`src/hw/mfc_pkg.sv`:
```
// Purpose: constants for the MAC FIFO control and status register bank
// Assumes: 32-bit AXI4-Lite register access, byte addresses as printed
// Notes: offsets, field positions, reset values and bus codes live here
//
// Operation
// - status flush empties tx status fifo
// - data flush empties tx data fifo
// - permit low: full status halts transmit
// - permit high: transmit continues when status full
// - status full flag ignores permit
// - enable set: send queued tx data
// - enable self-clears after requested halt
// - stop finishes current frame first
// - stop bit self-clears when halted
// - stop bit writes ignored while it reads one
// - skip advances rx data to next frame
// - skip bit high until skip completes
// - report rx status words used
// - report rx data bytes used
// - partial word frames round up
// - report tx status words used
// - report tx data bytes free

package mfc_pkg;

   // ************************************************************
   // bus and address map
   // ************************************************************
   localparam int ADDR_W = 8;
   localparam logic [ADDR_W-1:0] OFS_TRANSMIT_CONFIG = 8'h70;
   localparam logic [ADDR_W-1:0] OFS_RECEIVE_DATAPATH_CONTROL = 8'h78;
   localparam logic [ADDR_W-1:0] OFS_RECEIVE_FIFO_LEVELS = 8'h7C;
   localparam logic [ADDR_W-1:0] OFS_TRANSMIT_FIFO_LEVELS = 8'h80;
   localparam logic [1:0] RESP_OKAY = 2'h0;
   localparam logic [1:0] RESP_SLVERR = 2'h2;

   // ************************************************************
   // field positions
   // ************************************************************
   localparam int TXC_STATUS_FLUSH = 15;
   localparam int TXC_DATA_FLUSH = 14;
   localparam int TXC_OVERRUN_PERMIT = 2;
   localparam int TXC_TX_ON = 1;
   localparam int TXC_STOP = 0;
   localparam int RXD_FRAME_SKIP = 31;
   localparam int LVL_WORDS_LSB = 16;
   localparam int LVL_WORDS_MSB = 23;
   localparam int LVL_BYTES_MSB = 15;

   // ************************************************************
   // widths and reset values
   // ************************************************************
   localparam int WORDS_W = 8;
   localparam int BYTES_W = 16;
   localparam logic [31:0] REG_RESET = 32'h0000_0000;
   localparam logic [BYTES_W-1:0] TX_DATA_CAPACITY = 16'h1200;
   localparam logic [WORDS_W-1:0] TX_STATUS_DEPTH = 8'h80;
   localparam logic [BYTES_W-1:0] WORD_ROUND_ADD = 16'h0003;
   localparam logic [BYTES_W-1:0] WORD_ROUND_MASK = 16'hFFFC;

endpackage

```
`src/hw/mfc_level_ctr.sv`:
```
// Purpose: occupancy counter for one fifo, add and subtract per cycle
// Assumes: amounts never drive the level past its range
// Notes: flush returns the level to its reset value and wins over counting
`timescale 1ns/1ns

module mfc_level_ctr #(
   parameter int WIDTH = 16,
   parameter logic [WIDTH-1:0] RESET_VALUE = '0
) (
   // clock and reset
   input wire logic clk,
   input wire logic rst_n,
   // control
   input wire logic flush,
   input wire logic [WIDTH-1:0] incAmt,
   input wire logic [WIDTH-1:0] decAmt,
   // state
   output logic [WIDTH-1:0] level
);

   always_ff @(posedge clk) begin
      if (!rst_n || flush) begin
         level <= RESET_VALUE;
      end else begin
         level <= level + incAmt - decAmt;
      end
   end

endmodule

```
`src/hw/mfc_regs.sv`:
```
// Purpose: AXI4-Lite register bank for tx/rx fifo control and levels
// Assumes: fifo events arrive as one-cycle pulses on the same clock
// Notes: level counters sit in mfc_level_ctr, one instance per fifo
//
// Register access over AXI4-Lite is this design's own decision.
`timescale 1ns/1ns

module mfc_regs #(
   parameter logic [mfc_pkg::WORDS_W-1:0] TX_STATUS_DEPTH = mfc_pkg::TX_STATUS_DEPTH,
   parameter logic [mfc_pkg::BYTES_W-1:0] TX_DATA_CAPACITY = mfc_pkg::TX_DATA_CAPACITY
) (
   // clock and reset
   input wire logic clk,
   input wire logic rst_n,
   // axi4-lite write address
   input wire logic awvalid,
   output logic awready,
   input wire logic [mfc_pkg::ADDR_W-1:0] awaddr,
   input wire logic [2:0] awprot,
   // axi4-lite write data
   input wire logic wvalid,
   output logic wready,
   input wire logic [31:0] wdata,
   input wire logic [3:0] wstrb,
   // axi4-lite write response
   output logic bvalid,
   input wire logic bready,
   output logic [1:0] bresp,
   // axi4-lite read address
   input wire logic arvalid,
   output logic arready,
   input wire logic [mfc_pkg::ADDR_W-1:0] araddr,
   input wire logic [2:0] arprot,
   // axi4-lite read data
   output logic rvalid,
   input wire logic rready,
   output logic [31:0] rdata,
   output logic [1:0] rresp,
   // transmitter
   input wire logic txFrameActive,
   output logic txRun,
   output logic txEnabled,
   // tx status fifo
   input wire logic txStatusPush,
   input wire logic txStatusPop,
   output logic txStatusFlush,
   output logic tx_status_full_irq,
   // tx data fifo
   input wire logic txDataPush,
   input wire logic [mfc_pkg::BYTES_W-1:0] txDataPushBytes,
   input wire logic txDataPop,
   input wire logic [mfc_pkg::BYTES_W-1:0] txDataPopBytes,
   output logic txDataFlush,
   // rx status fifo
   input wire logic rxStatusPush,
   input wire logic rxStatusPop,
   // rx data fifo
   input wire logic rxFrameDone,
   input wire logic [mfc_pkg::BYTES_W-1:0] rxFrameLen,
   input wire logic rxDataPop,
   input wire logic [mfc_pkg::BYTES_W-1:0] rxDataPopBytes,
   input wire logic rxSkipDone,
   output logic rxSkipReq
);
   import mfc_pkg::*;

   // ************************************************************
   // declarations
   // ************************************************************
   logic awHeld;
   logic wHeld;
   logic [ADDR_W-1:0] awAddrHeld;
   logic [31:0] wDataHeld;
   logic [3:0] wStrbHeld;
   logic writeFire;
   logic readFire;
   logic wrTxCfg;
   logic wrRxDp;
   logic wrMapped;
   logic rdMapped;
   logic [31:0] next_rdata;

   logic status_overrun_permit;
   logic txOn;
   logic stopTx;
   logic txHalted;
   logic rx_frame_skip;

   logic [WORDS_W-1:0] rx_status_words_used;
   logic [BYTES_W-1:0] rx_data_bytes_used;
   logic [WORDS_W-1:0] tx_status_words_used;
   logic [BYTES_W-1:0] tx_data_bytes_free;
   logic [WORDS_W-1:0] txsInc;
   logic [WORDS_W-1:0] txsDec;
   logic [WORDS_W-1:0] rxsInc;
   logic [WORDS_W-1:0] rxsDec;
   logic [BYTES_W-1:0] rxdInc;
   logic [BYTES_W-1:0] rxdDec;
   logic [BYTES_W-1:0] txdInc;
   logic [BYTES_W-1:0] txdDec;
   logic txStatusFull;

   // ************************************************************
   // axi4-lite write channel
   // ************************************************************
   // address and data are taken in either order, then one response
   assign awready = !awHeld && !bvalid;
   assign wready = !wHeld && !bvalid;
   assign writeFire = awHeld && wHeld && !bvalid;

   always_ff @(posedge clk) begin
      if (!rst_n) begin
         awHeld <= 1'b0;
         awAddrHeld <= '0;
      end else if (awvalid && awready) begin
         awHeld <= 1'b1;
         awAddrHeld <= awaddr;
      end else if (writeFire) begin
         awHeld <= 1'b0;
      end
   end

   always_ff @(posedge clk) begin
      if (!rst_n) begin
         wHeld <= 1'b0;
         wDataHeld <= REG_RESET;
         wStrbHeld <= 4'h0;
      end else if (wvalid && wready) begin
         wHeld <= 1'b1;
         wDataHeld <= wdata;
         wStrbHeld <= wstrb;
      end else if (writeFire) begin
         wHeld <= 1'b0;
      end
   end

   assign wrTxCfg = writeFire && (awAddrHeld == OFS_TRANSMIT_CONFIG);
   assign wrRxDp = writeFire && (awAddrHeld == OFS_RECEIVE_DATAPATH_CONTROL);
   // level registers accept writes silently; unknown offsets get an error
   assign wrMapped = (awAddrHeld == OFS_TRANSMIT_CONFIG)
      || (awAddrHeld == OFS_RECEIVE_DATAPATH_CONTROL)
      || (awAddrHeld == OFS_RECEIVE_FIFO_LEVELS)
      || (awAddrHeld == OFS_TRANSMIT_FIFO_LEVELS);

   always_ff @(posedge clk) begin
      if (!rst_n) begin
         bvalid <= 1'b0;
         bresp <= RESP_OKAY;
      end else if (writeFire) begin
         bvalid <= 1'b1;
         bresp <= wrMapped ? RESP_OKAY : RESP_SLVERR;
      end else if (bready) begin
         bvalid <= 1'b0;
      end
   end

   // ************************************************************
   // axi4-lite read channel
   // ************************************************************
   assign arready = !rvalid;
   assign readFire = arvalid && arready;

   always_comb begin
      rdMapped = 1'b1;
      next_rdata = REG_RESET;
      unique case (araddr)
         OFS_TRANSMIT_CONFIG: begin
            // flush bits always read zero
            next_rdata[TXC_OVERRUN_PERMIT] = status_overrun_permit;
            next_rdata[TXC_TX_ON] = txOn;
            next_rdata[TXC_STOP] = stopTx;
         end
         OFS_RECEIVE_DATAPATH_CONTROL: begin
            next_rdata[RXD_FRAME_SKIP] = rx_frame_skip;
         end
         OFS_RECEIVE_FIFO_LEVELS: begin
            next_rdata[LVL_WORDS_MSB:LVL_WORDS_LSB] = rx_status_words_used;
            next_rdata[LVL_BYTES_MSB:0] = rx_data_bytes_used;
         end
         OFS_TRANSMIT_FIFO_LEVELS: begin
            next_rdata[LVL_WORDS_MSB:LVL_WORDS_LSB] = tx_status_words_used;
            next_rdata[LVL_BYTES_MSB:0] = tx_data_bytes_free;
         end
         default: begin
            rdMapped = 1'b0;
         end
      endcase
   end

   always_ff @(posedge clk) begin
      if (!rst_n) begin
         rvalid <= 1'b0;
         rdata <= REG_RESET;
         rresp <= RESP_OKAY;
      end else if (readFire) begin
         rvalid <= 1'b1;
         rdata <= next_rdata;
         rresp <= rdMapped ? RESP_OKAY : RESP_SLVERR;
      end else if (rready) begin
         rvalid <= 1'b0;
      end
   end

   // ************************************************************
   // transmit configuration
   // ************************************************************
   always_ff @(posedge clk) begin
      if (!rst_n) begin
         status_overrun_permit <= 1'b0;
      end else if (wrTxCfg && wStrbHeld[0]) begin
         status_overrun_permit <= wDataHeld[TXC_OVERRUN_PERMIT];
      end
   end

   // halted: stop pending, start gate already closed, no frame on the wire
   assign txHalted = stopTx && !txRun && !txFrameActive;

   always_ff @(posedge clk) begin
      if (!rst_n) begin
         txOn <= 1'b0;
      end else if (txHalted) begin
         txOn <= 1'b0;
      end else if (wrTxCfg && wStrbHeld[0]) begin
         txOn <= wDataHeld[TXC_TX_ON];
      end
   end

   always_ff @(posedge clk) begin
      if (!rst_n) begin
         stopTx <= 1'b0;
      end else if (stopTx) begin
         // writes cannot touch the bit while it is high
         if (txHalted) begin
            stopTx <= 1'b0;
         end
      end else if (wrTxCfg && wStrbHeld[0]) begin
         stopTx <= wDataHeld[TXC_STOP];
      end
   end

   // new frames may start only while enabled, not stopping, not blocked
   always_ff @(posedge clk) begin
      if (!rst_n) begin
         txRun <= 1'b0;
      end else begin
         txRun <= txOn && !stopTx
            && (status_overrun_permit || !txStatusFull);
      end
   end

   always_ff @(posedge clk) begin
      if (!rst_n) begin
         txEnabled <= 1'b0;
      end else begin
         txEnabled <= txOn;
      end
   end

   // ************************************************************
   // flush strobes
   // ************************************************************
   // write-only bits: they only produce a one-cycle pulse
   always_ff @(posedge clk) begin
      if (!rst_n) begin
         txStatusFlush <= 1'b0;
         txDataFlush <= 1'b0;
      end else begin
         txStatusFlush <= wrTxCfg && wStrbHeld[1] && wDataHeld[TXC_STATUS_FLUSH];
         txDataFlush <= wrTxCfg && wStrbHeld[1] && wDataHeld[TXC_DATA_FLUSH];
      end
   end

   // ************************************************************
   // receive frame skip
   // ************************************************************
   // software should not read rx data while this reads one
   always_ff @(posedge clk) begin
      if (!rst_n) begin
         rx_frame_skip <= 1'b0;
      end else if (rx_frame_skip) begin
         if (rxSkipDone) begin
            rx_frame_skip <= 1'b0;
         end
      end else if (wrRxDp && wStrbHeld[3] && wDataHeld[RXD_FRAME_SKIP]) begin
         rx_frame_skip <= 1'b1;
      end
   end

   assign rxSkipReq = rx_frame_skip;

   // ************************************************************
   // occupancy counters
   // ************************************************************
   assign txsInc = {{(WORDS_W-1){1'b0}}, txStatusPush};
   assign txsDec = {{(WORDS_W-1){1'b0}}, txStatusPop};
   assign rxsInc = {{(WORDS_W-1){1'b0}}, rxStatusPush};
   assign rxsDec = {{(WORDS_W-1){1'b0}}, rxStatusPop};
   // partial final word counts as a whole word
   assign rxdInc = rxFrameDone ? ((rxFrameLen + WORD_ROUND_ADD) & WORD_ROUND_MASK) : '0;
   assign rxdDec = rxDataPop ? rxDataPopBytes : '0;
   // free space grows as the transmitter drains, shrinks as software fills
   assign txdInc = txDataPop ? txDataPopBytes : '0;
   assign txdDec = txDataPush ? txDataPushBytes : '0;

   mfc_level_ctr #(
      .WIDTH(WORDS_W),
      .RESET_VALUE('0)
   ) txStatusLevel (
      .clk(clk),
      .rst_n(rst_n),
      .flush(txStatusFlush),
      .incAmt(txsInc),
      .decAmt(txsDec),
      .level(tx_status_words_used)
   );

   mfc_level_ctr #(
      .WIDTH(BYTES_W),
      .RESET_VALUE(TX_DATA_CAPACITY)
   ) txDataLevel (
      .clk(clk),
      .rst_n(rst_n),
      .flush(txDataFlush),
      .incAmt(txdInc),
      .decAmt(txdDec),
      .level(tx_data_bytes_free)
   );

   mfc_level_ctr #(
      .WIDTH(WORDS_W),
      .RESET_VALUE('0)
   ) rxStatusLevel (
      .clk(clk),
      .rst_n(rst_n),
      .flush(1'b0),
      .incAmt(rxsInc),
      .decAmt(rxsDec),
      .level(rx_status_words_used)
   );

   mfc_level_ctr #(
      .WIDTH(BYTES_W),
      .RESET_VALUE('0)
   ) rxDataLevel (
      .clk(clk),
      .rst_n(rst_n),
      .flush(1'b0),
      .incAmt(rxdInc),
      .decAmt(rxdDec),
      .level(rx_data_bytes_used)
   );

   // ************************************************************
   // status fifo full flag
   // ************************************************************
   // full flag is built from the level alone, never from the permit bit
   assign txStatusFull = (tx_status_words_used == TX_STATUS_DEPTH);

   always_ff @(posedge clk) begin
      if (!rst_n) begin
         tx_status_full_irq <= 1'b0;
      end else begin
         tx_status_full_irq <= txStatusFull;
      end
   end

endmodule

```
`config.mk`:
```
export PLATFORM = sky130hd
export DESIGN_NAME = mfc_regs
export DESIGN_NICKNAME = d
export VERILOG_FILES = /design/src/hw/mfc_pkg.sv /design/src/hw/mfc_level_ctr.sv /design/src/hw/mfc_regs.sv
export SDC_FILE = /design/constraint.sdc
export NUM_CORES = 1
export LEC_CHECK = 0
export ABC_AREA = 1
export BUFFER_PORTS_ARGS = -buffer_cell sky130_fd_sc_hd__buf_2
export CORE_UTILIZATION = 53
export DETAILED_ROUTE_END_ITERATION = 12
export PLACE_DENSITY = 0.81
export SYNTH_ARGS = -nofsm -noshare
export SYNTH_HDL_FRONTEND = slang
export SYNTH_SLANG_ARGS = --single-unit
```
`constraint.sdc`:
```
create_clock -name clk -period 6.6 [get_ports clk]
set_input_delay 0.66 -clock clk [delete_from_list [all_inputs] [get_ports clk]]
set_output_delay 0.66 -clock clk [all_outputs]
set_load 0.05 [all_outputs]
```
# [After elaboration in Yosys (flattened, before gate mapping)]
# Index checks and enable logic that the tools add are counted.
# Widths: inputs -> output; s select.
[word_totals] ff_bits=134 latch_bits=0 mem_bits_rw=0 romBits=0 in_bits=139 out_inout_bits=47 word_cells=105 n_memories=0
[classes] addsub=9 multipliers=0 div=0 order_cmp=0 eq_ne=9 shifts=0 mux=23 n_bitwise=1 n_reduce_logical=40
[op_table] cell="$mux 16" count=4
[op_table] cell="$eq 8x7->1 const B" count=6
[op_table] cell="$pmux 21 s2" count=1
[op_table] cell="$add 16x16->16" count=2
[op_table] cell="$sub 16x16->16" count=2
[op_table] cell="$eq 8x8->1 const B" count=3
[op_table] cell="$logic_and 1x1->1" count=19
[op_table] cell="$add 16x2->16 const B" count=1
[op_table] cell="$add 8x1->8" count=2
[op_table] cell="$sub 8x1->8" count=2
[op_table] cell="$mux 1" count=15
[op_table] cell="$logic_not 1->1" count=9
[op_table] cell="$pmux 3 s3" count=1
[op_table] cell="$reduce_bool 2->1" count=4
[op_table] cell="$logic_or 1x1->1" count=6
[op_table] cell="$mux 2" count=2
[op_table] cell="$reduce_or 4->1" count=1
[op_table] cell="$reduce_or 2->1" count=1
[op_table] cell="$not 1->1" count=1

# [Longest topological paths before layout]
# Gate-level depths: netlist (run 1).
[depth] ltp_word=7 ltp_mapped=21 depth_no_buf=21

# [Modules after synthesis]
# From an unflattened synthesis (run 1), not the netlist that was laid out.
[unflattened] cells_unflattened=1415 hier_area_um2=8800.9
[by_module_without_submodules] mod="mfc_regs" n_inst=1 cells_per_inst=578 area_per_inst_um2=3412.0 seq_area_each_um2=1141.1
[by_module_without_submodules] mod="mfc_level_ctr (txDataLevel)" n_inst=1 cells_per_inst=292 area_per_inst_um2=1893.1 seq_area_each_um2=320.3
[by_module_without_submodules] mod="mfc_level_ctr (rxDataLevel)" n_inst=1 cells_per_inst=298 area_per_inst_um2=1855.5 seq_area_each_um2=320.3
[by_module_without_submodules] mod="mfc_level_ctr (txStatusLevel)" n_inst=1 cells_per_inst=123 area_per_inst_um2=824.5 seq_area_each_um2=160.2
[by_module_without_submodules] mod="mfc_level_ctr (rxStatusLevel)" n_inst=1 cells_per_inst=124 area_per_inst_um2=815.8 seq_area_each_um2=160.2

# [Worst setup path after synthesis (run 1)]
# OpenSTA, ideal clock, no wires.
[synth_timing] path_kind="input to register" startpoint="in rxFrameLen[6] in the netlist's numbering" endpoint="reg rxDataLevel.level[15]" setup_ps=115 arrival_ps=2929 t_required_ps=6485 slack_ps=3556 cell_stages=20 path_buffers=0 path_cell_list="nand2_1 > inv_1 > nand2_1 > nor2_2 > inv_2 > nor2_2 > nand3_2 > nor2_2 > o21ai_0 > fa_1 > inv_1 > ha_1 > inv_1 > o21bai_1 > a21oi_1 > nand2_1 > nor2_1 > nand3_1 > nand2_1 > nor2_1"
[synth_via] elab_chain_cells=4
[synth_lines] element="from (decl)" line="mfc_regs.sv:59" rtl="input wire logic [mfc_pkg::BYTES_W-1:0] rxFrameLen,"
[synth_lines] element="$add 16x2->16" line="mfc_regs.sv:299" rtl="assign rxdInc = rxFrameDone ? ((rxFrameLen + WORD_ROUND_ADD) & WORD_ROUND_MASK) : '0;"
[synth_lines] element="$mux 16" line="mfc_regs.sv:299"
[synth_lines] element="$add 16x16->16" line="mfc_level_ctr.sv:25" rtl="level <= level + incAmt - decAmt;"
[synth_lines] element="$sub 16x16->16" line="mfc_level_ctr.sv:25"
[synth_lines] element="to (signal assigned)" line="mfc_level_ctr.sv:25"
[synth_lines] element="to (decl)" line="mfc_level_ctr.sv:18" rtl="output logic [WIDTH-1:0] level"
# No other way between the ends.
# A chain may end at the register's enable or synchronous reset.

# [Worst setup path in the final report (run 1)]
[layout_timing] startpoint="in rxFrameLen[4] in the netlist's numbering" endpoint="reg rxDataLevel.level[15]"
# Same word-level chain as after synthesis.

==> metrics, run 1 <==
outcome completed; dpl hpwl about 14000 um; Vias/cell 5.01; setup_tns 0 ps; vias 7008; post_cts resized 0; die width around 120 um; final core utilization 0.629; Syn Inst Count approximately 1100; # rows 42; post-route ant nets 0; cell mode on critical path nand2_1; Die H approximately 120 um; critical path peak fanout 5; clock-pin slew on the worst setup and hold paths ~70 ps; first-pass GRT wire length approximately 29000 um; post-synthesis area per instance 6.79 um^2; power per cell area around 370 nW/um^2; Seq/Total Area, Yosys 0.284; root buf cell clkbuf_16; worst hold path type reg -> reg; DR pass1 iterations 5; MaxCap Viol Count 0; critical path's slowest cell fa_1; clk_lat worst skew about 360 ps; number of flops mapped to enable cells by yosys 0; Max clock buf depth 2; crit path DAT around 3400 ps; Buf+Inv Stages, Crit Path 5; Post-DP Area around 8000 um^2; CP Class in -> reg; Buffers on Ports 143; initial antenna violation count 0; vias in the first global route between 6000 and 7000; WL/cell 12.5 um; total power 3.16 mW; core region area 13500 um^2; post-route clock period utilization 0.482; post-synthesis register bit count around 110; Sink Count 105; largest net degree at the start of global routing a little over 50; final WL 17500 um; Ports 186; CTS H-tree depth 3; Hold Buf Count CTS 0; Max Slew Vio Count 0; GRT overflow 0; Finish-stage setup viols 0; leak pwr ~4.7 nW; synth warn 0; Final nets around 1400; relative slew slack 0.466; Fin. Hold Viols 0; CTS buffer count 9; CP top delay family simple AND/OR/NAND/NOR gates; Setup crit end kind register; Area growth syn-to-layout 14.3%; Residual DRC 0; gr usage total 0.251; FMAX around 0.31 GHz; Initial Utilization 0.550; Yosys cell types 41; dominant synthesized flop cell dfxtp_1; Tmin final about 3200 ps; share of post-route cells with drive strength above 1 0.151; Post-CTS Setup Repair Bufs 0; unrepaired setup endpoints after global routing false; maximum vdd drop 0.152 mV; Routability Congestion roughly 0.9; startpoint class of the critical path input port; worst-path cell chain buf_2 > nand2_1 > inv_1 > nand2_1 > nor2_2 > inv_2 > nor2_2 > nand3_2 > nor2_2 > o21ai_0 > fa_1 > inv_1 > ha_1 > inv_1 > o21bai_1 > a21oi_1 > nand2_1 > nor2_1 > nand3_1 > nand2_1 > nor2_1; Mapped Area approximately 7400 um^2; FFs w/ async S/R, synth 0; DR iter-0 viols about 380; ant diodes 0; Final Skew roughly 6.4 ps; area of the die around 14000 um^2; slowest stage delay, CP 510 ps; worst-margin pin slew about 800 ps; fin area 8460 um^2; TritonCTS clock tree built; worst endpoint required time a little under 7000 ps
## per-stage QoR
stage	hold WS, ps	instances	setup WS, ps
after floorplan	423	1098	3560
after global placement	438	1383	3110
after detailed placement	447	1383	3060
after CTS	458	1399	3420
after global routing	475	1399	3150
final	460	1399	3420
## layer usage
metal  up-vias  part of all wire  track usage
met3        23             0.050       0.0387
li1       3652                 -            -
met5         -                 0            0
met2       159              0.48        0.432
met1      3174              0.46        0.325
met4         0             0.015       0.0719
## layout make-up
| type | instances | area [um^2] |
|---|---|---|
| clock buffers | 10 | 229 |
| clock inverters | 6 | 50.0 |
| fillers | 1296 | 4990 |
| inverters | 234 | 878 |
| multi-input cells | 724 | 4260 |
| flip-flops and latches | 105 | 2100 |
| well taps | 176 | 220 |
| repair buffers | 144 | 723 |
## registers in the layout, summed over array words and instances (netlist names), 3 cells and up
| signal | flops |
|---|---|
| awAddrHeld | 8 |
| rxDataLevel.level | 16 |
| txDataLevel.level | 16 |
| txStatusLevel.level | 8 |
| wDataHeld | 6 |
| rdata | 25 |
| wStrbHeld | 3 |
| rxStatusLevel.level | 8 |
## tightest hold or removal path: cells and delay by family, from the launching register on
family / cells / cell delay (ps)
and+or+nand+nor: 1 / 60
DFF: 1 / 330
buffers and inverters: 1 / 40
## cells in the mapped netlist, types with 9 or more instances
master,n,area (um^2)
ha_1,51,638
nor3_1,13,65.1
nor2_1,144,541
buf_4,9,67.6
fa_1,31,621
nand3_1,53,265
clkbuf_1,19,71.3
inv_1,231,867
o21ai_0,81,405
o21ai_1,20,100
dfxtp_1,105,2100
nand2_1,169,634
nand4_1,9,56.3
a21oi_1,84,420
## logic make-up after synthesis
group,synth area share
xor+xnor,0.00473
simple gates,0.239
buf+inv,0.145
flops,0.284
other cells,0.000506
compound gates,0.157
fa+ha+maj,0.170
## worst paths after layout
path,slack [ps],depth (start not counted),end,from
worst max register to register,4200,12,txDataLevel.level[8],txDataLevel.level[1]
worst min-delay path,460,2,txEnabled,txOn
worst min register to register,460,2,txEnabled,txOn
worst max-delay path,3420,21,rxDataLevel.level[15],rxFrameLen[4]
## layout by cell type, fill, tap and decap left out, drive strengths merged, types with 2 or more instances in the layout
| master | synthesis | layout |
|---|---|---|
| o211ai | 4 | 4 |
| ha | 51 | 51 |
| nand4 | 9 | 9 |
| dfxtp | 105 | 105 |
| xnor2 | 2 | 2 |
| a21oi | 87 | 87 |
| nand3b | 8 | 8 |
| xor2 | 2 | 2 |
| o21a | 3 | 3 |
| nand3 | 54 | 54 |
| o21ai | 104 | 104 |
| inv | 234 | 237 |
| a211oi | 3 | 3 |
| a31oi | 3 | 3 |
| clkinv | 0 | 2 |
| nor3 | 14 | 14 |
| nand2 | 170 | 170 |
| buf | 14 | 144 |
| or2 | 5 | 5 |
| o21bai | 7 | 7 |
| clkbuf | 21 | 10 |
| nor2 | 151 | 151 |
| conb | 1 | 9 |
| fa | 31 | 31 |
| a21o | 3 | 3 |
## power breakdown
part,switching [mW],leakage (nW),internal (mW)
clock,0.262,0.135,0.262
sequential,0.0575,0.869,0.779
combinational,1.16,3.66,0.630
total,1.48,4.66,1.67
No activity file was read; power rests on OpenSTA's default activity.
==> run 2, diff against run 1 <==
- clock period: 6.6 -> 3.1 ns (I/O delays scaled with it)
==> run 2 against run 1 <==
Net effect:
- largest power group unchanged
- wire length is 0.69% higher
- global-route usage is 0.58 points higher
- via count rose by 0.70%
- sequential share of layout area is 0.18 points lower
- highest routed layer unchanged
==> metrics, run 2 (same netlist as run 1, synthesis figures left out) <==
# rows 42 (unchanged); Hold Startpoint rxSkipDone; first-pass GRT wire length 29600 um (+2.1%); WL/cell 12.6 um (+0.47%); worst endpoint required time 3360 ps (-3500 ps); worst hold path type in -> reg; relative slew slack 0.553 (+0.0874); Hold EP rxSkipReq; CTS buffer count 9 (unchanged); initial antenna violation count 0 (unchanged); DR iter-0 viols 488 (+28%); core region area 13500 um^2 (unchanged); Fin. Hold Viols 0 (unchanged); Sink Count 105 (unchanged); Routability Congestion 0.951 (+3.5%); crit path DAT 3020 ps (-420 ps); Final Skew 10.8 ps (+4.39 ps); area of the die 14400 um^2 (unchanged); Buffers on Ports 143 (unchanged); clk_lat worst skew 370 ps (about the same); die width 120 um (unchanged); worst-margin pin slew 669 ps (-132 ps); setup_tns 0 ps (unchanged); Max clock buf depth 2 (unchanged); most frequent cells in the layout inv_1, nand2_1, nor2_1, buf_2, dfxtp_1; share of post-route cells with drive strength above 1 0.154 (+0.00289); vias 7057 (+0.70%); vias in the first global route 6555 (+1.6%); Largest register FFs 25 (unchanged); power per cell area 805 nW/um^2 (+120%); CTS H-tree depth 3 (unchanged); Area growth syn-to-layout 15.1%; Vias/cell 5.03 (+0.48%); Ports 186 (unchanged); Residual DRC 0 (unchanged); M1 WL 8010 um (-0.35%); met3 WL post-DR 888 um (+2.0%); TritonCTS clock tree built; Final nets 1442 (+0.21%); dpl hpwl 14200 um (+1.9%); unrepaired setup endpoints after global routing false; terminus of the critical flop-to-flop path txDataLevel.level[8]; Setup crit end kind register; Max Slew Vio Count 0 (unchanged); post_cts resized 0 (unchanged); Tmin final 2760 ps; Initial Utilization 0.550 (unchanged); most common cell after layout, fill and taps aside inv_1; top flop regs rdata (25), rxDataLevel.level (16), txDataLevel.level (16); ant diodes 0 (unchanged); final WL 17600 um (+0.69%); post-route clock period utilization 0.890; CP Class in -> reg; top routing layer in use met4; Die H 120 um (unchanged); Worst R2R Path Depth 12 (unchanged); Min-Delay Path Depth 2 (unchanged); fin area 8530 um^2 (+0.72%); leak pwr 4.70 nW (+0.74%); clock-pin slew on the worst setup and hold paths 80 ps (about the same); post-route ant nets 0 (unchanged); startpoint class of the critical path input port; Fillers 1278 (-1.4%); Post-DP Area 8210 um^2 (+0.28%); Post-CTS Setup Repair Bufs 0 (unchanged); maximum vdd drop 0.376 mV (+150%); total power 6.86 mW (+120%); Finish-stage setup viols 0 (unchanged); MaxCap Viol Count 0 (unchanged); Crit Reg-Reg Startpoint txDataLevel.level[1]; root buf cell clkbuf_16; GRT overflow 0 (unchanged); final worst slack 342 ps (-3080 ps); outcome completed; met2 WL 8440 um (+1.4%); FMAX around 0.36 GHz; Hold Buf Count CTS 0 (unchanged); critical path peak fanout 5 (unchanged); R2R setup slack 680 ps (-3520 ps); largest net degree at the start of global routing 51 (unchanged); DR pass1 iterations 5 (unchanged); post-place setup slack -9.85 ps (-3070 ps); gr usage total 0.257 (+0.00579); Biggest register rdata
-- run 2: critical path, cell delays in order --
cell and delay (ps):
buf_2 100, nand2_1 50, inv_1 40, nand2_1 50
nor2_2 210, inv_2 70, nor2_2 150, inv_1 90
nor2_1 120, or2_2 120, nand3_1 90, fa_1 520
inv_1 40, ha_1 330, nand2_1 110, inv_1 40
a21oi_1 150, nand2_1 70, nor2_1 160, nand3_1 90
nand2_1 60, nor2_1 40
-- run 2: report_power, final --
part | switching (mW) | internal (mW) | leakage [nW]
Clock | 0.582 | 0.650 | 0.156
Combinational | 2.48 | 1.36 | 3.67
Sequential | 0.128 | 1.66 | 0.869
-- run 2: layer usage --
metal  up-vias  global-route usage
li1       3658                   -
met1      3196               0.337
met2       178               0.439
met3        25              0.0410
met4         0              0.0672
met5         -                   0
-- run 2: metrics by stage --
stage / instances / utilization / hold WS, ps
6_report: 1402 / 0.634 / 154
5_1_grt: 1402 / 0.634 / 153
4_1_cts: 1402 / 0.634 / 155
3_5_place_dp: 1386 / 0.610 / 449
3_3_place_gp: 1386 / 0.610 / 446
2_1_floorplan: 1098 / - / 406
-- run 2: worst max path at each step --
stage	start	endpoint	slack, ps	cells after the start
2_1_floorplan	rxFrameLen[6]	rxDataLevel.level[15]	410	20
3_3_place_gp	rxFrameLen[4]	rxDataLevel.level[15]	40	22
3_5_place_dp	rxFrameLen[4]	rxDataLevel.level[15]	-10	22
4_1_cts	rxFrameLen[4]	rxDataLevel.level[15]	350	22
5_1_grt	rxFrameLen[6]	rxDataLevel.level[15]	60	22
6_report	rxFrameLen[4]	rxDataLevel.level[15]	340	22
-- run 2: cell type report --
type | count | area, um^2 | share of cell area
Tap cell | 176 | 220 | 0.0258
Multi-Input combinational cell | 724 | 4260 | 0.500
Sequential cell | 105 | 2100 | 0.247
Clock buffer | 9 | 225 | 0.0264
Clock inverter | 7 | 92.6 | 0.0109
Inverter | 234 | 878 | 0.103
Timing Repair Buffer | 147 | 746 | 0.0875
